--- config.mk ---
export PLATFORM = sky130hd
export DESIGN_NAME = msequence_burst_gen_and_correlator
export DESIGN_NICKNAME = d
export VERILOG_FILES = /design/src/msequence_pkg.sv /design/src/msequence_burst_gen_and_correlator.sv
export SDC_FILE = /design/constraint.sdc
export NUM_CORES = 1
export LEC_CHECK = 0
export BUFFER_PORTS_ARGS = -buffer_cell sky130_fd_sc_hd__clkbuf_2
export CORE_UTILIZATION = 38
export CTS_BUF_LIST = sky130_fd_sc_hd__clkbuf_16
export DETAILED_ROUTE_END_ITERATION = 10
export GPL_ROUTABILITY_DRIVEN = 1
export HOLD_SLACK_MARGIN = 0.12
export PLACE_DENSITY = 0.66
export SLEW_MARGIN = 5
export SYNTH_ARGS = -nofsm -noshare
export SYNTH_HDL_FRONTEND = slang
export SYNTH_SLANG_ARGS = --single-unit
--- constraint.sdc ---
create_clock -name clk_i -period 11.85 [get_ports clk_i]
set_input_delay 0 -clock clk_i [delete_from_list [all_inputs] [get_ports clk_i]]
set_output_delay 0 -clock clk_i [all_outputs]
set_load 0.01 [all_outputs]
--- src/msequence_pkg.sv ---
/*
 * Constants, code tables and carrier types for the pseudo-random burst
 * generator and its matched-filter receiver.
 * Assumes a single 20 MHz clock; the divider counts below are in cycles of it.
 */
`default_nettype none

package msequence_pkg;

   // Generator width and feedback: stage LFSR_N xor stage TAP_A.
   localparam int LFSR_N = 5;

   // Second feedback tap for a maximal period at widths 2 to 7.
   function automatic int fb_tap(input int n);
      unique case (n)
         2:       return 1;
         3:       return 2;
         4:       return 3;
         6:       return 5;
         7:       return 6;
         default: return 3;
      endcase
   endfunction

   localparam int TAP_A    = fb_tap(LFSR_N);
   localparam int CODE_LEN = (1 << LFSR_N) - 1;
   localparam int CNT_W    = $clog2(CODE_LEN);
   localparam logic [LFSR_N-1:0] LFSR_SEED = 5'h01;
   localparam logic [LFSR_N-1:0] LFSR_ZERO = 5'h00;

   // Chip k of the code sent from the last stage, starting at the seed.
   function automatic logic [CODE_LEN-1:0] m_code();
      logic [LFSR_N-1:0]   s;
      logic [CODE_LEN-1:0] c;
      s = LFSR_SEED;
      c = '0;
      for (int k = 0; k < CODE_LEN; k++) begin
         c[k] = s[LFSR_N-1];
         s    = {s[LFSR_N-2:0], s[TAP_A-1] ^ s[LFSR_N-1]};
      end
      return c;
   endfunction

   localparam logic [CODE_LEN-1:0] M_CODE = m_code();

   // Seven-chip pattern, first chip in bit 0, a one standing for +1.
   localparam int         BARKER_LEN  = 7;
   localparam logic [6:0] BARKER_CODE = 7'h27;

   // Correlation sum and detection floors above the worst sidelobes.
   localparam int SUM_W = 6;
   localparam int THR_W = SUM_W - 1;
   localparam logic [THR_W-1:0] M_SIDELOBE_MAX      = 5'h07;
   localparam logic [THR_W-1:0] BARKER_SIDELOBE_MAX = 5'h01;

   // Timing.
   localparam int CLK_PERIOD_NS  = 50;
   localparam int CHIP_PERIOD_NS = 1000;
   localparam int RX_OVERSAMPLE  = 2;
   localparam int CHIP_DIV       = CHIP_PERIOD_NS / CLK_PERIOD_NS;
   localparam int SAMPLE_DIV     = CHIP_DIV / RX_OVERSAMPLE;
   localparam int DIV_W          = $clog2(CHIP_DIV);
   localparam logic [DIV_W-1:0] CHIP_DIV_LAST   = DIV_W'(CHIP_DIV - 1);
   localparam logic [DIV_W-1:0] SAMPLE_DIV_LAST = DIV_W'(SAMPLE_DIV - 1);
   localparam logic [CNT_W-1:0] CHIP_CNT_LAST   = CNT_W'(CODE_LEN - 1);

   typedef enum logic [1:0] {
      ST_IDLE  = 2'b00,
      ST_BURST = 2'b01
   } tx_state_e;

   typedef struct packed {
      logic                    detect;
      logic                    bit_value;
      logic signed [SUM_W-1:0] sum;
   } rx_result_s;

endpackage

`default_nettype wire

--- src/msequence_burst_gen_and_correlator.sv ---
/*
 * Pseudo-random burst transmitter and matched-filter correlator.
 * The transmitter sends one full code period per data bit; the receiver
 * oversamples a hard-limited chip stream, correlates it and flags bits.
 * Assumes all inputs are synchronous to clk_i and that the channel
 * delivers one binary chip level on rx_chip_i.
 */
`timescale 1ns/1ps
`default_nettype none

module msequence_burst_gen_and_correlator
   import msequence_pkg::*;
(
   // Clock and reset
   input  wire logic             clk_i,
   input  wire logic             sys_rst_i,
   // Data bits to transmit
   input  wire logic             bit_valid_i,
   input  wire logic             bit_i,
   output var  logic             bit_ready_o,
   // Chip stream towards the channel
   output var  logic             tx_chip_o,
   output var  logic             tx_active_o,
   // Chip stream from the channel and detector setup
   input  wire logic             rx_chip_i,
   input  wire logic             barker_sel_i,
   input  wire logic [THR_W-1:0] threshold_i,
   // Correlator result
   output var  rx_result_s       result_o
);

   ////////////////////////////////////////////////////////////////////////

   typedef struct packed {
      tx_state_e                 st;
      logic [LFSR_N-1:0]         lfsr;
      logic [CNT_W-1:0]          chip_cnt;
      logic                      data_bit;
      logic                      ready;
      logic                      tx_chip;
      logic                      tx_active;
      logic [DIV_W-1:0]          chip_div;
      logic [DIV_W-1:0]          samp_div;
      logic                      phase;
      logic [CODE_LEN-1:0]       rx_sr;
      logic signed [SUM_W-1:0]   sum;
      logic                      detect;
      logic                      rx_bit;
   } core_s;

   core_s                   r_reg;
   core_s                   r_next;
   logic                    chip_tick;
   logic                    samp_tick;
   logic                    shift_in;
   logic                    start;
   logic [THR_W-1:0]        thr_eff;
   logic signed [SUM_W-1:0] thr_pos;
   logic signed [SUM_W-1:0] sum_comb;
   logic signed [SUM_W-1:0] term [CODE_LEN];

   assign chip_tick = (r_reg.chip_div == CHIP_DIV_LAST);
   assign samp_tick = (r_reg.samp_div == SAMPLE_DIV_LAST);
   // Only the second sample of each pair enters the filter. It falls on the
   // last clock of a chip, so the taps stay one chip apart while oversampled.
   assign shift_in  = samp_tick && r_reg.phase;
   assign start     = (r_reg.st == ST_IDLE) && r_reg.ready && bit_valid_i;

   ////////////////////////////////////////////////////////////////////////
   // Tap weights: each stage in use counts +1 on a match and -1 otherwise; stages past the seven-chip pattern count 0 when it is selected.

   for (genvar i = 0; i < CODE_LEN; i++) begin : g_tap
      localparam logic M_WANT = M_CODE[CODE_LEN-1-i];
      localparam logic B_USE  = (i < BARKER_LEN);
      localparam int   B_IDX  = B_USE ? BARKER_LEN - 1 - i : 0;
      localparam logic B_WANT = B_USE ? BARKER_CODE[B_IDX] : 1'b0;
      logic want;
      logic use_tap;
      assign want    = barker_sel_i ? B_WANT : M_WANT;
      assign use_tap = !barker_sel_i || B_USE;
      assign term[i] = !use_tap ? SUM_W'(0)
                     : (r_reg.rx_sr[i] == want) ? SUM_W'(1) : -SUM_W'(1);
   end

   always_comb begin
      sum_comb = '0;
      for (int i = 0; i < CODE_LEN; i++) begin
         sum_comb = sum_comb + term[i];
      end
   end

   // The caller's threshold is raised to the sidelobe floor of the
   // chosen pattern, so a low setting cannot fire on sidelobes.
   always_comb begin
      thr_eff = barker_sel_i ? BARKER_SIDELOBE_MAX : M_SIDELOBE_MAX;
      if (threshold_i > thr_eff) begin
         thr_eff = threshold_i;
      end
      thr_pos = $signed({1'b0, thr_eff});
   end

   ////////////////////////////////////////////////////////////////////////

   always_comb begin
      r_next = r_reg;
      r_next.chip_div = chip_tick ? '0 : r_reg.chip_div + DIV_W'(1);
      r_next.samp_div = samp_tick ? '0 : r_reg.samp_div + DIV_W'(1);

      unique case (r_reg.st)
         ST_IDLE: begin
            if (chip_tick) begin
               r_next.tx_active = 1'b0;
            end
            if (start) begin
               // Re-seeding aligns every burst to the start of the code.
               r_next.st       = ST_BURST;
               r_next.lfsr     = LFSR_SEED;
               r_next.chip_cnt = '0;
               r_next.data_bit = bit_i;
               r_next.ready    = 1'b0;
            end
         end
         ST_BURST: begin
            if (chip_tick) begin
               // A zero bit is sent as the inverted code.
               r_next.tx_chip   = r_reg.lfsr[LFSR_N-1] ^ ~r_reg.data_bit;
               r_next.tx_active = 1'b1;
               r_next.lfsr      = {r_reg.lfsr[LFSR_N-2:0],
                                   r_reg.lfsr[TAP_A-1] ^ r_reg.lfsr[LFSR_N-1]};
               r_next.chip_cnt  = r_reg.chip_cnt + CNT_W'(1);
               if (r_reg.chip_cnt == CHIP_CNT_LAST) begin
                  r_next.st    = ST_IDLE;
                  r_next.ready = 1'b1;
               end
            end
         end
      endcase

      if (samp_tick) begin
         r_next.phase  = ~r_reg.phase;
         r_next.sum    = sum_comb;
         r_next.detect = (sum_comb > thr_pos) || (sum_comb < -thr_pos);
         r_next.rx_bit = (sum_comb > thr_pos);
      end
      if (shift_in) begin
         r_next.rx_sr = {r_reg.rx_sr[CODE_LEN-2:0], rx_chip_i};
      end
   end

   always_ff @(posedge clk_i) begin
      if (sys_rst_i) begin
         r_reg           <= '0;
         r_reg.st        <= ST_IDLE;
         r_reg.lfsr      <= LFSR_SEED;
         r_reg.ready     <= 1'b1;
      end else begin
         r_reg <= r_next;
      end
   end

   assign bit_ready_o = r_reg.ready;
   assign tx_chip_o   = r_reg.tx_chip;
   assign tx_active_o = r_reg.tx_active;
   assign result_o    = '{detect: r_reg.detect, bit_value: r_reg.rx_bit, sum: r_reg.sum};

   ////////////////////////////////////////////////////////////////////////
   // Checks.

   // Samples seen since the last chip tick; the one on the tick is added at the check.
   logic [2:0] samp_since_chip;

   always_ff @(posedge clk_i) begin
      if (sys_rst_i) begin
         samp_since_chip <= 3'h0;
      end else if (chip_tick) begin
         samp_since_chip <= 3'h0;
      end else if (samp_tick && samp_since_chip != 3'h7) begin
         samp_since_chip <= samp_since_chip + 3'h1;
      end
   end

   a_seed_nonzero: assert property (@(posedge clk_i) disable iff (sys_rst_i)
      r_reg.lfsr != LFSR_ZERO)
      else $error("generator register reached all zeros");

   a_feedback_xor: assert property (@(posedge clk_i) disable iff (sys_rst_i)
      (r_reg.st == ST_BURST && chip_tick) |=>
      r_reg.lfsr[0] == $past(r_reg.lfsr[TAP_A-1] ^ r_reg.lfsr[LFSR_N-1]))
      else $error("first stage did not take the feedback xor");

   a_chip_last_stage: assert property (@(posedge clk_i) disable iff (sys_rst_i)
      (r_reg.st == ST_BURST && chip_tick) |=>
      tx_chip_o == $past(r_reg.lfsr[LFSR_N-1] ^ ~r_reg.data_bit) && tx_active_o)
      else $error("sent chip is not the last stage");

   a_period_seed: assert property (@(posedge clk_i) disable iff (sys_rst_i)
      (r_reg.st == ST_BURST && chip_tick && r_reg.chip_cnt == CHIP_CNT_LAST) |=>
      r_reg.lfsr == LFSR_SEED && r_reg.st == ST_IDLE && bit_ready_o)
      else $error("code period is not full length");

   a_burst_start: assert property (@(posedge clk_i) disable iff (sys_rst_i)
      start |=> r_reg.st == ST_BURST && r_reg.chip_cnt == '0
      && r_reg.data_bit == $past(bit_i) && !bit_ready_o)
      else $error("burst did not start on an accepted bit");

   a_rx_shift: assert property (@(posedge clk_i) disable iff (sys_rst_i)
      shift_in |=> r_reg.rx_sr == {$past(r_reg.rx_sr[CODE_LEN-2:0]), $past(rx_chip_i)})
      else $error("filter register did not shift in the sample");

   a_oversample: assert property (@(posedge clk_i) disable iff (sys_rst_i)
      chip_tick && !$past(chip_tick) |-> ({1'b0, samp_since_chip} + 4'(samp_tick)) >= 4'h2)
      else $error("fewer than two samples per chip");

   a_sum_update: assert property (@(posedge clk_i) disable iff (sys_rst_i)
      samp_tick |=> result_o.sum == $past(sum_comb))
      else $error("sum not taken on the sample");

   a_barker_peak: assert property (@(posedge clk_i) disable iff (sys_rst_i)
      barker_sel_i && r_reg.rx_sr[BARKER_LEN-1:0] == 7'h72 |-> sum_comb == SUM_W'(7))
      else $error("aligned seven-chip pattern did not peak at seven");

   a_detect_thresh: assert property (@(posedge clk_i) disable iff (sys_rst_i)
      samp_tick && (sum_comb <= thr_pos) && (sum_comb >= -thr_pos) |=> !result_o.detect)
      else $error("detection fired at or below threshold");

   ////////////////////////////////////////////////////////////////////////
   // Hold and ordering checks: outputs other than ready move only on their own ticks.

   a_tx_hold: assert property (@(posedge clk_i) disable iff (sys_rst_i)
      !chip_tick |=> $stable(tx_chip_o))
      else $error("sent chip changed between chip ticks");

   a_active_hold: assert property (@(posedge clk_i) disable iff (sys_rst_i)
      !chip_tick |=> $stable(tx_active_o))
      else $error("burst activity changed between chip ticks");

   a_ready_idle: assert property (@(posedge clk_i) disable iff (sys_rst_i)
      bit_ready_o |-> r_reg.st == ST_IDLE)
      else $error("ready raised during a burst");

   a_idle_lfsr: assert property (@(posedge clk_i) disable iff (sys_rst_i)
      r_reg.st == ST_IDLE && !start |=> r_reg.lfsr == $past(r_reg.lfsr))
      else $error("generator shifted while idle");

   a_chip_range: assert property (@(posedge clk_i) disable iff (sys_rst_i)
      r_reg.st == ST_BURST |-> r_reg.chip_cnt <= CHIP_CNT_LAST)
      else $error("burst ran past the code period");

   a_ready_rise: assert property (@(posedge clk_i) disable iff (sys_rst_i)
      $rose(bit_ready_o) |-> $past(r_reg.chip_cnt) == CHIP_CNT_LAST)
      else $error("ready returned before the last chip");

   a_reseed_start: assert property (@(posedge clk_i) disable iff (sys_rst_i)
      start |=> r_reg.lfsr == LFSR_SEED)
      else $error("burst did not start from the seed");

   a_active_burst: assert property (@(posedge clk_i) disable iff (sys_rst_i)
      r_reg.st == ST_BURST && r_reg.chip_cnt != '0 |-> tx_active_o)
      else $error("burst chip sent without activity flag");

   a_result_hold: assert property (@(posedge clk_i) disable iff (sys_rst_i)
      !samp_tick |=> $stable(result_o))
      else $error("result changed between samples");

   a_rx_hold: assert property (@(posedge clk_i) disable iff (sys_rst_i)
      !shift_in |=> $stable(r_reg.rx_sr))
      else $error("filter register moved without a shift");

   a_shift_spacing: assert property (@(posedge clk_i) disable iff (sys_rst_i)
      shift_in |=> !shift_in [*8])
      else $error("filter shifted twice within a chip");

   a_sample_spacing: assert property (@(posedge clk_i) disable iff (sys_rst_i)
      samp_tick |=> !samp_tick [*8])
      else $error("sample ticks too close together");

   a_bit_positive: assert property (@(posedge clk_i) disable iff (sys_rst_i)
      samp_tick && sum_comb > thr_pos |=> result_o.detect && result_o.bit_value)
      else $error("positive peak not reported as a one");

   a_bit_negative: assert property (@(posedge clk_i) disable iff (sys_rst_i)
      samp_tick && sum_comb < -thr_pos |=> result_o.detect && !result_o.bit_value)
      else $error("negative peak not reported as a zero");

   a_thr_floor: assert property (@(posedge clk_i) disable iff (sys_rst_i)
      thr_eff >= threshold_i && thr_eff >= (barker_sel_i ? BARKER_SIDELOBE_MAX : M_SIDELOBE_MAX))
      else $error("threshold below request or sidelobe floor");

   a_barker_trough: assert property (@(posedge clk_i) disable iff (sys_rst_i)
      barker_sel_i && r_reg.rx_sr[BARKER_LEN-1:0] == 7'h0D |-> sum_comb == -SUM_W'(7))
      else $error("inverted seven-chip pattern did not reach minus seven");

   a_sum_range: assert property (@(posedge clk_i) disable iff (sys_rst_i)
      result_o.sum <= SUM_W'(CODE_LEN) && result_o.sum >= -SUM_W'(CODE_LEN))
      else $error("sum outside the filter length");

endmodule // msequence_burst_gen_and_correlator

`default_nettype wire

==> flow_summary_export.csv, run 1 <==
group,metric,value,unit
timing,period_utilisation_layout,68.1,%
routing,route.detailed.wl_per_inst,11.9,um
timing,achievable_clock_frequency,124,MHz
synth,synth.distinct_cells,44,
synth,synth.most_common_cell,"sky130_fd_sc_hd__nand2_1",
synth,synth.cell_area,5070,um2
cts,clk_pin_slew,0.06,ns
placed_design,place.detailed.hpwl,7.03,mm
timing,finalHoldViolCount,0,
synth,yosys_warnings,0,
synth,largest_cells_by_area_after_synthesis,"sky130_fd_sc_hd__dfxtp_1, sky130_fd_sc_hd__fa_1, sky130_fd_sc_hd__ha_1, sky130_fd_sc_hd__nand2_1, sky130_fd_sc_hd__xnor2_1",
timing,timing.slew.headroom,30.4,%
final_layout,drive_gt1_share,9.44,%
timing,timing_worst_slew_pin_value,1.04,ns
worst_hold_path,min_delay_worst_endpoint,"r_reg[39]",
synth,synth.avg_cell_area,9.00,um2
floorplanning,initial_core_util,39.5,%
floorplanning,fp.coreArea,12800,um2
synth,synth-seq-area-share,25.7,%
final_layout,nets,675,
timing,finalMaxSlewViolations,0,
global_route,global_route_overflow,0,
synth,syn_nets,671,
global_route,wire_length_of_the_first_global_routing_pass,15.8,mm
timing,timing.final.setup_violations,0,
synth,synth_top_cell_by_area,"sky130_fd_sc_hd__dfxtp_1",
synth,synth_top_cell_area_share,25.7,%
routing,drt-initial-drc-count,91,
final_layout,layout.filler_cells,1207,
cts,tritoncts,"yes",
synth,async_flop_share,0,%
setup_path,setup.worst_path.end_class,"register",
synth,synthesis.instances,563,
routing,top_layer_used,"met4",
floorplanning,placement_rows,41,
timing,finalCriticalPeriod,8.07,ns
floorplanning,die_outline_area,13800,um2
cts,insertion_delay,0.33,ns
timing,rsz0062_at_grt,"no",
cts,post-cts-setup-buffer-count,0,
setup_path,path_class,"in2reg",
synth,xor_xnor_portion_of_the_synthesized_cell_area,8.42,%
cts,htreeDepth,3,
synth,fraction_of_the_mapped_netlist_area_in_compound_gates,8.17,%
routing,vias_per_cell,4.66,
cts,numCtsBuffers,9,
setup_path,worst_ep_required_time,12.10,ns
run_status,result_of_the_run,"finished clean",
worst_hold_path,worst_hold_path_type,"in2reg",
run,maxCapViolations,0,
placed_design,gp_congestion,0.870,
cts,max-clock-path-buffers,2,
placed_design,io_port_bufs,21,
routing,antenna_left,0,
setup_path,critical_path.max_fanout,30,
routing,vias,3466,
synth,synth_fa_ha_area_share,32.8,%
timing,clock-skew-final,0.00717,ns
routing,met3_wire_length,213,um
cts,cts_num_sinks,65,
setup_path,critPathLaunchType,"primary input",
global_route,grt_pass1_vias,3550,
routing,wirelength_met1,4.19,mm
floorplanning,chipHeight,117,um
setup_path,critical_path_arrival,8.32,ns
setup_path,cpMaxStageDelayCell,"sky130_fd_sc_hd__clkinv_1",
placed_design,place.detailed.instances,725,
synth,multiplexer_share_of_the_synthesized_area,1.19,%
final_layout,insertedDiodeCount,0,
floorplanning,pin_count,22,
routing,iteration_count_of_the_initial_detailed_routing_pass,4,
setup_path,reg_to_reg_endpoint,"result_o[7]",
final_layout,layout-area-overhead-vs-synth,9.85,%
setup_path,register_to_register_setup_slack,4.47,ns
synth,dominantRegCellSynth,"sky130_fd_sc_hd__dfxtp_1",
routing,finalWirelength,8.88,mm
synth,post_synth_and_or_nand_nor_area_fraction,14.2,%
setup_path,cp_common_cell,"sky130_fd_sc_hd__fa_1",
synth,combinational_family_with_the_most_area_after_synthesis,"adder cells",
timing,total_negative_slack_for_setup_checks,0,ns
setup_path,max_stage_delay,0.73,ns
final_layout,largest_register_ff_count,54,
floorplanning,die_w,117,um
setup_path,worst_reg_to_reg_cells,24,
worst_hold_path,min_delay_path_depth,3,
worst_hold_path,worstHoldStart,"sys_rst_i",
synth,synth_edf_count,0,
routing,routed_wire_length_on_met2,4.34,mm
synth,yosys_register_bits,65,
cts,clock-root-buffer,"sky130_fd_sc_hd__clkbuf_16",
global_route,number_of_antenna_violations_at_the_first_check_in_global_routing,0,
routing,route.detailed.drc,0,
global_route,grt_start_max_net_pins,66,
synth,netlist_top_cells_count,"sky130_fd_sc_hd__nand2_1, sky130_fd_sc_hd__inv_1, sky130_fd_sc_hd__dfxtp_1",
global_route,global_route.usage.total,14.1,%
setup_path,worstReg2RegStart,"r_reg[24]",
final_layout,layout.cells.non_filler,744,
==> logic make-up after synthesis <==
kind of cell               Yosys count
xor gates and xnor gates            47
DFF                                 65
adders and majority gates           97
muxes                                6
AOI/OAI and AO/OA                   71
buffers and inverters              115
and+or+nand+nor                    162
==> timing repair <==
action,4_1_cts,5_1_grt
endpoints found under the hold margin,3,0
hold buffers,3,0
resized for setup,0,0
==> layer usage <==
metal	vias up	global-route usage (%)
met3	13	3.15
met5	-	0
li1	1755	-
met4	0	4.89
met1	1663	18.1
met2	35	23.3
==> how the worst max path moves through the flow <==
stage / start / end / slack (ns) / depth (start not counted)
after detailed placement: barker_sel_i / result_o[7] / 3.36 / 25
final: barker_sel_i / result_o[7] / 3.78 / 25
after floorplan: barker_sel_i / result_o[7] / 4.33 / 25
after CTS: barker_sel_i / result_o[7] / 3.67 / 25
after global placement: barker_sel_i / result_o[7] / 3.55 / 25
after global routing: barker_sel_i / result_o[7] / 3.25 / 26
==> critical path: cells and delay by family <==
| kind | cells | cell delay, ns |
|---|---|---|
| AND/OR/NAND/NOR | 1 | 0.39 |
| buffers and inverters | 7 | 1.63 |
| AO/OA/AOI/OAI | 3 | 0.46 |
| XOR/XNOR | 4 | 0.93 |
| adder cells (fa/ha/maj) | 10 | 4.91 |
==> through the flow <==
stage                     setup WS (ns)  hold slack, ns  instance area (um2)  utilization, %
after global routing               3.25           0.287                 5570            43.4
after floorplan                    4.33           0.136                 5070               -
final                              3.78           0.257                 5570            43.4
after detailed placement           3.36           0.234                 5230            40.8
after CTS                          3.67           0.246                 5570            43.4
after global placement             3.55           0.234                 5230            40.8
==> placed cells by master, fill, tap and decap left out, drive strengths merged, types with 2 or more instances in the layout <==
master       netlist  routed
nand2             84      84
a21oi             48      48
mux2i              6       6
nor3              10      10
and2               4       4
nand4              2       2
fa                60      60
nand3             11      11
clkbuf            17      30
a211oi             5       5
nand2b             3       3
dfxtp             65      65
inv               82      87
nor2              28      28
o211ai             2       2
dlygate4sd3        0       3
or2                8       8
a21o               2       2
xor2              10      10
xnor2             36      36
a31oi              2       2
nor2b              8       8
o21a               2       2
o21ai              4       4
ha                37      37
a22oi              2       2
==> area by class of cell <==
class	instances	area (um2)	share of cell area, %
multi-input combinational	383	3290	59.0
timing repair buffer	25	143	2.56
sequential	65	1300	23.4
clock buffer	9	225	4.05
inverter	83	312	5.60
tap	172	215	3.87
clock inverter	7	83.8	1.51
Power of run 1 is left out: the tool's default activity adds up to more than one toggle a clock period on the data nets, which glitch-free logic cannot reach.
==> run 2, diff against run 1 <==
==> constraint.sdc (replaced) <==
create_clock -name clk_i -period 8.1 [get_ports clk_i]
set_input_delay 0 -clock clk_i [delete_from_list [all_inputs] [get_ports clk_i]]
set_output_delay 0 -clock clk_i [all_outputs]
set_load 0.01 [all_outputs]
==> flow_summary_export.csv, run 2 (synthesis results as in run 1) <==
group,metric,value,unit
floorplanning,placement_rows,41,
timing,finalMaxSlewViolations,0,
setup_path,critical_path.max_fanout,3,
placed_design,io_port_bufs,21,
timing,finalCriticalPeriod,7.42,ns
timing,total_negative_slack_for_setup_checks,0,ns
setup_path,cp_common_cell,"sky130_fd_sc_hd__fa_1",
cts,cts_num_sinks,65,
routing,route.detailed.drc,0,
timing,timing.slew.headroom,31.6,%
final_layout,insertedDiodeCount,0,
final_layout,layout_commonest_cell,"sky130_fd_sc_hd__nand2_1",
cts,numCtsBuffers,9,
cts,post_cts_resized,0,
cts,cts_hold_repair.buffers,3,
final_layout,layout.cells.non_filler,746,
setup_path,max_stage_delay,0.61,ns
floorplanning,initial_core_util,39.5,%
setup_path,timing.critical_path.cells,"or2_2 -> fa_1 -> fa_1 -> inv_1 -> fa_1 -> fa_1 -> fa_1 -> fa_1 -> inv_1 -> fa_1 -> fa_1 -> inv_1 -> ha_1 -> inv_1 -> fa_1 -> xnor2_1 -> xnor2_1 -> xnor2_1 -> xnor3_2 -> inv_2 -> ha_1 -> o21ai_0 -> a21oi_2 -> a211oi_2",
global_route,wire_length_of_the_first_global_routing_pass,16.1,mm
cts,post-cts-setup-buffer-count,0,
final_layout,largest_register_ff_count,54,
setup_path,setup.worst_path.end_class,"register",
setup_path,cpMaxStageDelayCell,"sky130_fd_sc_hd__fa_1",
setup_path,worst_setup_path_endpoint,"result_o[7]",
cts,htreeDepth,3,
placed_design,place.detailed.instances,728,
global_route,number_of_antenna_violations_at_the_first_check_in_global_routing,0,
timing,timing_worst_slew_pin_value,1.03,ns
run,maxCapViolations,0,
cts,insertion_delay,0.33,ns
setup_path,register_to_register_setup_slack,0.68,ns
routing,route.detailed.wl_per_inst,12.1,um
placed_design,gp_congestion,0.833,
final_layout,layout.cells.most_common_list,"sky130_fd_sc_hd__nand2_1, sky130_fd_sc_hd__inv_1, sky130_fd_sc_hd__dfxtp_1",
cts,max-clock-path-buffers,2,
routing,finalWirelength,9.06,mm
setup_path,critical_path.startpoint,"r_reg[24]",
placed_design,place.detailed.hpwl,7.13,mm
final_layout,final-seq-area,1300,um2
routing,drt-initial-drc-count,132,
placed_design,dp_slack,0.618,ns
floorplanning,chipHeight,117,um
timing,achievable_clock_frequency,135,MHz
floorplanning,fp.coreArea,12800,um2
timing,clock-skew-final,0.00877,ns
setup_path,critPathLaunchType,"register",
floorplanning,die_w,117,um
floorplanning,die_outline_area,13800,um2
routing,vias,3535,
setup_path,critical_path_arrival,7.67,ns
final_layout,multi_input_comb_area,3290,um2
worst_hold_path,worst_hold_path_type,"in2reg",
global_route,grt_pass1_vias,3598,
floorplanning,pin_count,22,
global_route,global_route_overflow,0,
cts,clock-root-buffer,"sky130_fd_sc_hd__clkbuf_16",
cts,clk_pin_slew,0.05,ns
final_layout,layout.filler_cells,1231,
timing,final_critical_path_setup_slack,0.682,ns
setup_path,worst_reg_to_reg_cells,24,
setup_path,reg_to_reg_endpoint,"result_o[7]",
final_layout,nets,678,
global_route,global_route.usage.total,14.4,%
timing,rsz0062_at_grt,"no",
cts,tritoncts,"yes",
final_layout,drive_gt1_share,9.58,%
routing,vias_per_cell,4.74,
final_layout,layout-area-overhead-vs-synth,10.3,%
timing,period_utilisation_layout,91.6,%
global_route,grt_start_max_net_pins,66,
routing,antenna_left,0,
setup_path,worst_ep_required_time,8.35,ns
setup_path,worstReg2RegStart,"r_reg[24]",
final_layout,finalCoreUtilization,43.6,%
run_status,result_of_the_run,"finished clean",
routing,iteration_count_of_the_initial_detailed_routing_pass,4,
setup_path,path_class,"reg2reg",
timing,finalHoldViolCount,0,
timing,timing.final.setup_violations,0,
## run 2: routing by layer
metal | routed length (um) | up-vias | track usage, % | share of wire [%]
li1 | - | 1757 | - | -
met1 | 4180 | 1736 | 18.3 | 46
met2 | 4510 | 30 | 24.0 | 50
met3 | 200 | 12 | 2.81 | 2.2
met4 | 170 | 0 | 5.53 | 1.9
met5 | 0 | - | 0 | 0
## run 2: worst min-delay path by stage
| stage | startpoint | endpoint | slack [ns] | depth (start not counted) |
|---|---|---|---|---|
| 2_1_floorplan | bit_i | r_reg[53] | 0.14 | 2 |
| 3_3_place_gp | bit_i | r_reg[53] | 0.23 | 3 |
| 3_5_place_dp | rx_chip_i | r_reg[8] | 0.24 | 3 |
| 4_1_cts | sys_rst_i | r_reg[44] | 0.26 | 3 |
| 5_1_grt | sys_rst_i | result_o[0] | 0.31 | 3 |
| 6_report | sys_rst_i | r_reg[44] | 0.26 | 3 |
## run 2: worst max-delay path: cells and delay by family, from the launching register on
family          cells  cell delay (ns)
xor+xnor            4             0.92
fa+ha+maj          11             5.00
flops               1             0.31
buf+inv             5             0.33
compound gates      3             0.47
simple gates        1             0.31
## run 2: through the flow
stage	area (um2)	hold WS (ns)
6_report	5590	0.255
5_1_grt	5590	0.310
4_1_cts	5590	0.264
3_5_place_dp	5250	0.238
3_3_place_gp	5250	0.232
2_1_floorplan	5070	0.136
## run 2: cell type report
type | instances | area share, %
clock buffer | 9 | 4.03
multi-input combinational | 383 | 58.8
sequential | 65 | 23.3
timing repair buffer | 28 | 2.95
clock inverter | 6 | 1.52
tap | 172 | 3.85
inverter | 83 | 5.57
Power of run 2 is left out for the same reason.
==> run 3, diff against run 2 <==
--- a/config.mk
+++ b/config.mk
@@ -6,6 +6,8 @@
 export NUM_CORES = 1
 export LEC_CHECK = 0
 export BUFFER_PORTS_ARGS = -buffer_cell sky130_fd_sc_hd__clkbuf_2
+export CAP_MARGIN = 5
+export CORE_MARGIN = 1.5
 export CORE_UTILIZATION = 38
 export CTS_BUF_LIST = sky130_fd_sc_hd__clkbuf_16
 export DETAILED_ROUTE_END_ITERATION = 10
==> flow_summary_export.csv, run 3 (synthesis results as in run 1) <==
group,metric,value,unit
run_status,result_of_the_run,"finished clean",
final_layout,nets,677,
final_layout,layout_commonest_cell,"sky130_fd_sc_hd__nand2_1",
final_layout,layout.cells.non_filler,750,
final_layout,layout-area-overhead-vs-synth,10.1,%
final_layout,layout.cells.most_common_list,"sky130_fd_sc_hd__nand2_1, sky130_fd_sc_hd__inv_1, sky130_fd_sc_hd__dfxtp_1",
cts,max-clock-path-buffers,2,
timing,finalCriticalPeriod,7.44,ns
timing,timing_worst_slew_pin_value,1.02,ns
timing,finalMaxSlewViolations,0,
routing,top_layer_used,"met4",
setup_path,critical_path.startpoint,"r_reg[24]",
floorplanning,die_w,118,um
routing,vias,3517,
routing,drt-initial-drc-count,145,
global_route,grt_pass1_vias,3713,
floorplanning,pin_count,22,
global_route,grt_start_max_net_pins,66,
setup_path,reg_to_reg_endpoint,"result_o[7]",
setup_path,worstReg2RegStart,"r_reg[24]",
setup_path,critical_path.max_fanout,3,
cts,numCtsBuffers,9,
cts,post_cts_resized,0,
timing,rsz0062_at_grt,"no",
routing,iteration_count_of_the_initial_detailed_routing_pass,4,
timing,finalHoldViolCount,0,
setup_path,worst_setup_path_endpoint,"result_o[7]",
cts,insertion_delay,0.33,ns
setup_path,critPathLaunchType,"register",
setup_path,worst_reg_to_reg_cells,24,
setup_path,register_to_register_setup_slack,0.66,ns
routing,finalWirelength,9.17,mm
final_layout,largest_register_ff_count,54,
final_layout,insertedDiodeCount,0,
cts,clk_pin_slew,0.06,ns
routing,wirelength_met1,4.13,mm
placed_design,place.detailed.instances,731,
worst_hold_path,worst_hold_path_type,"in2reg",
global_route,global_route_overflow,0,
placed_design,gp_congestion,0.803,
final_layout,layout.filler_cells,1279,
cts,clock-root-buffer,"sky130_fd_sc_hd__clkbuf_16",
placed_design,dp_slack,0.546,ns
run,maxCapViolations,0,
floorplanning,fp.coreArea,13100,um2
routing,route.detailed.wl_per_inst,12.2,um
global_route,wire_length_of_the_first_global_routing_pass,16.7,mm
timing,timing.final.setup_violations,0,
timing,achievable_clock_frequency,134,MHz
floorplanning,chipHeight,118,um
setup_path,path_class,"reg2reg",
final_layout,finalCoreUtilization,42.5,%
routing,routed_wire_length_on_met2,4.75,mm
timing,clock-skew-final,0.00822,ns
timing,timing.slew.headroom,32.2,%
cts,cts_num_sinks,65,
floorplanning,placement_rows,42,
routing,route.detailed.drc,0,
timing,final_critical_path_setup_slack,0.658,ns
floorplanning,initial_core_util,38.6,%
placed_design,io_port_bufs,21,
setup_path,critical_path_arrival,7.69,ns
global_route,global_route.usage.total,14.6,%
routing,met3_wire_length,205,um
timing,total_negative_slack_for_setup_checks,0,ns
timing,period_utilisation_layout,91.9,%
final_layout,drive_gt1_share,9.58,%
setup_path,worst_ep_required_time,8.35,ns
placed_design,place.detailed.hpwl,7.26,mm
cts,tritoncts,"yes",
routing,vias_per_cell,4.69,
global_route,number_of_antenna_violations_at_the_first_check_in_global_routing,0,
setup_path,setup.worst_path.end_class,"register",
routing,antenna_left,0,
cts,htreeDepth,3,
floorplanning,die_outline_area,14000,um2
[run 3: worst max-delay path, cell delays in order, from the launching register on]
cell and delay [ns]:
sky130_fd_sc_hd__dfxtp_1 0.32, sky130_fd_sc_hd__or2_2 0.31, sky130_fd_sc_hd__fa_1 0.54, sky130_fd_sc_hd__fa_1 0.53
sky130_fd_sc_hd__inv_1 0.08, sky130_fd_sc_hd__fa_1 0.58, sky130_fd_sc_hd__fa_1 0.60, sky130_fd_sc_hd__fa_1 0.44
sky130_fd_sc_hd__fa_1 0.55, sky130_fd_sc_hd__inv_1 0.06, sky130_fd_sc_hd__fa_1 0.56, sky130_fd_sc_hd__fa_1 0.41
sky130_fd_sc_hd__inv_1 0.07, sky130_fd_sc_hd__ha_1 0.14, sky130_fd_sc_hd__inv_1 0.04, sky130_fd_sc_hd__fa_1 0.37
sky130_fd_sc_hd__xnor2_1 0.21, sky130_fd_sc_hd__xnor2_1 0.16, sky130_fd_sc_hd__xnor2_1 0.16, sky130_fd_sc_hd__xnor3_2 0.40
sky130_fd_sc_hd__inv_2 0.08, sky130_fd_sc_hd__ha_1 0.24, sky130_fd_sc_hd__o21ai_0 0.22, sky130_fd_sc_hd__a21oi_2 0.06
sky130_fd_sc_hd__a211oi_2 0.22
[run 3: worst min-delay path by stage]
stage,start,endpoint,slack [ns],depth (start not counted)
2_1_floorplan,bit_i,r_reg[53],0.14,2
3_3_place_gp,bit_i,r_reg[53],0.23,3
3_5_place_dp,bit_i,r_reg[53],0.24,3
4_1_cts,sys_rst_i,result_o[1],0.25,3
5_1_grt,sys_rst_i,result_o[1],0.29,3
6_report,sys_rst_i,result_o[1],0.26,3
[run 3: layout make-up]
type | instances | area, um2 | share of cell area [%]
clock buffers | 9 | 225 | 4.04
clock inverters | 7 | 76.3 | 1.37
inverters | 83 | 312 | 5.58
multi-input cells | 383 | 3290 | 58.9
flip-flops and latches | 65 | 1300 | 23.3
well taps | 176 | 220 | 3.95
repair buffers | 27 | 158 | 2.83
[run 3: timing repair]
action / in CTS / in global routing
buffers inserted: 0 / 0
hold buffers: 3 / 0
endpoints found under the hold margin: 3 / 0
[run 3: per-stage QoR]
step	hold slack, ns	cell area (um2)
after floorplan	0.136	5070
after global placement	0.230	5250
after detailed placement	0.239	5250
after CTS	0.254	5580
after global routing	0.295	5580
final	0.262	5580
[run 3: per-layer routing]
metal / global-route usage (%) / vias up
met3: 3.04 / 7
met2: 25.3 / 36
li1: - / 1750
met5: 0 / -
met4: 4.29 / 0
met1: 18.3 / 1724
Power of run 3 is left out for the same reason.
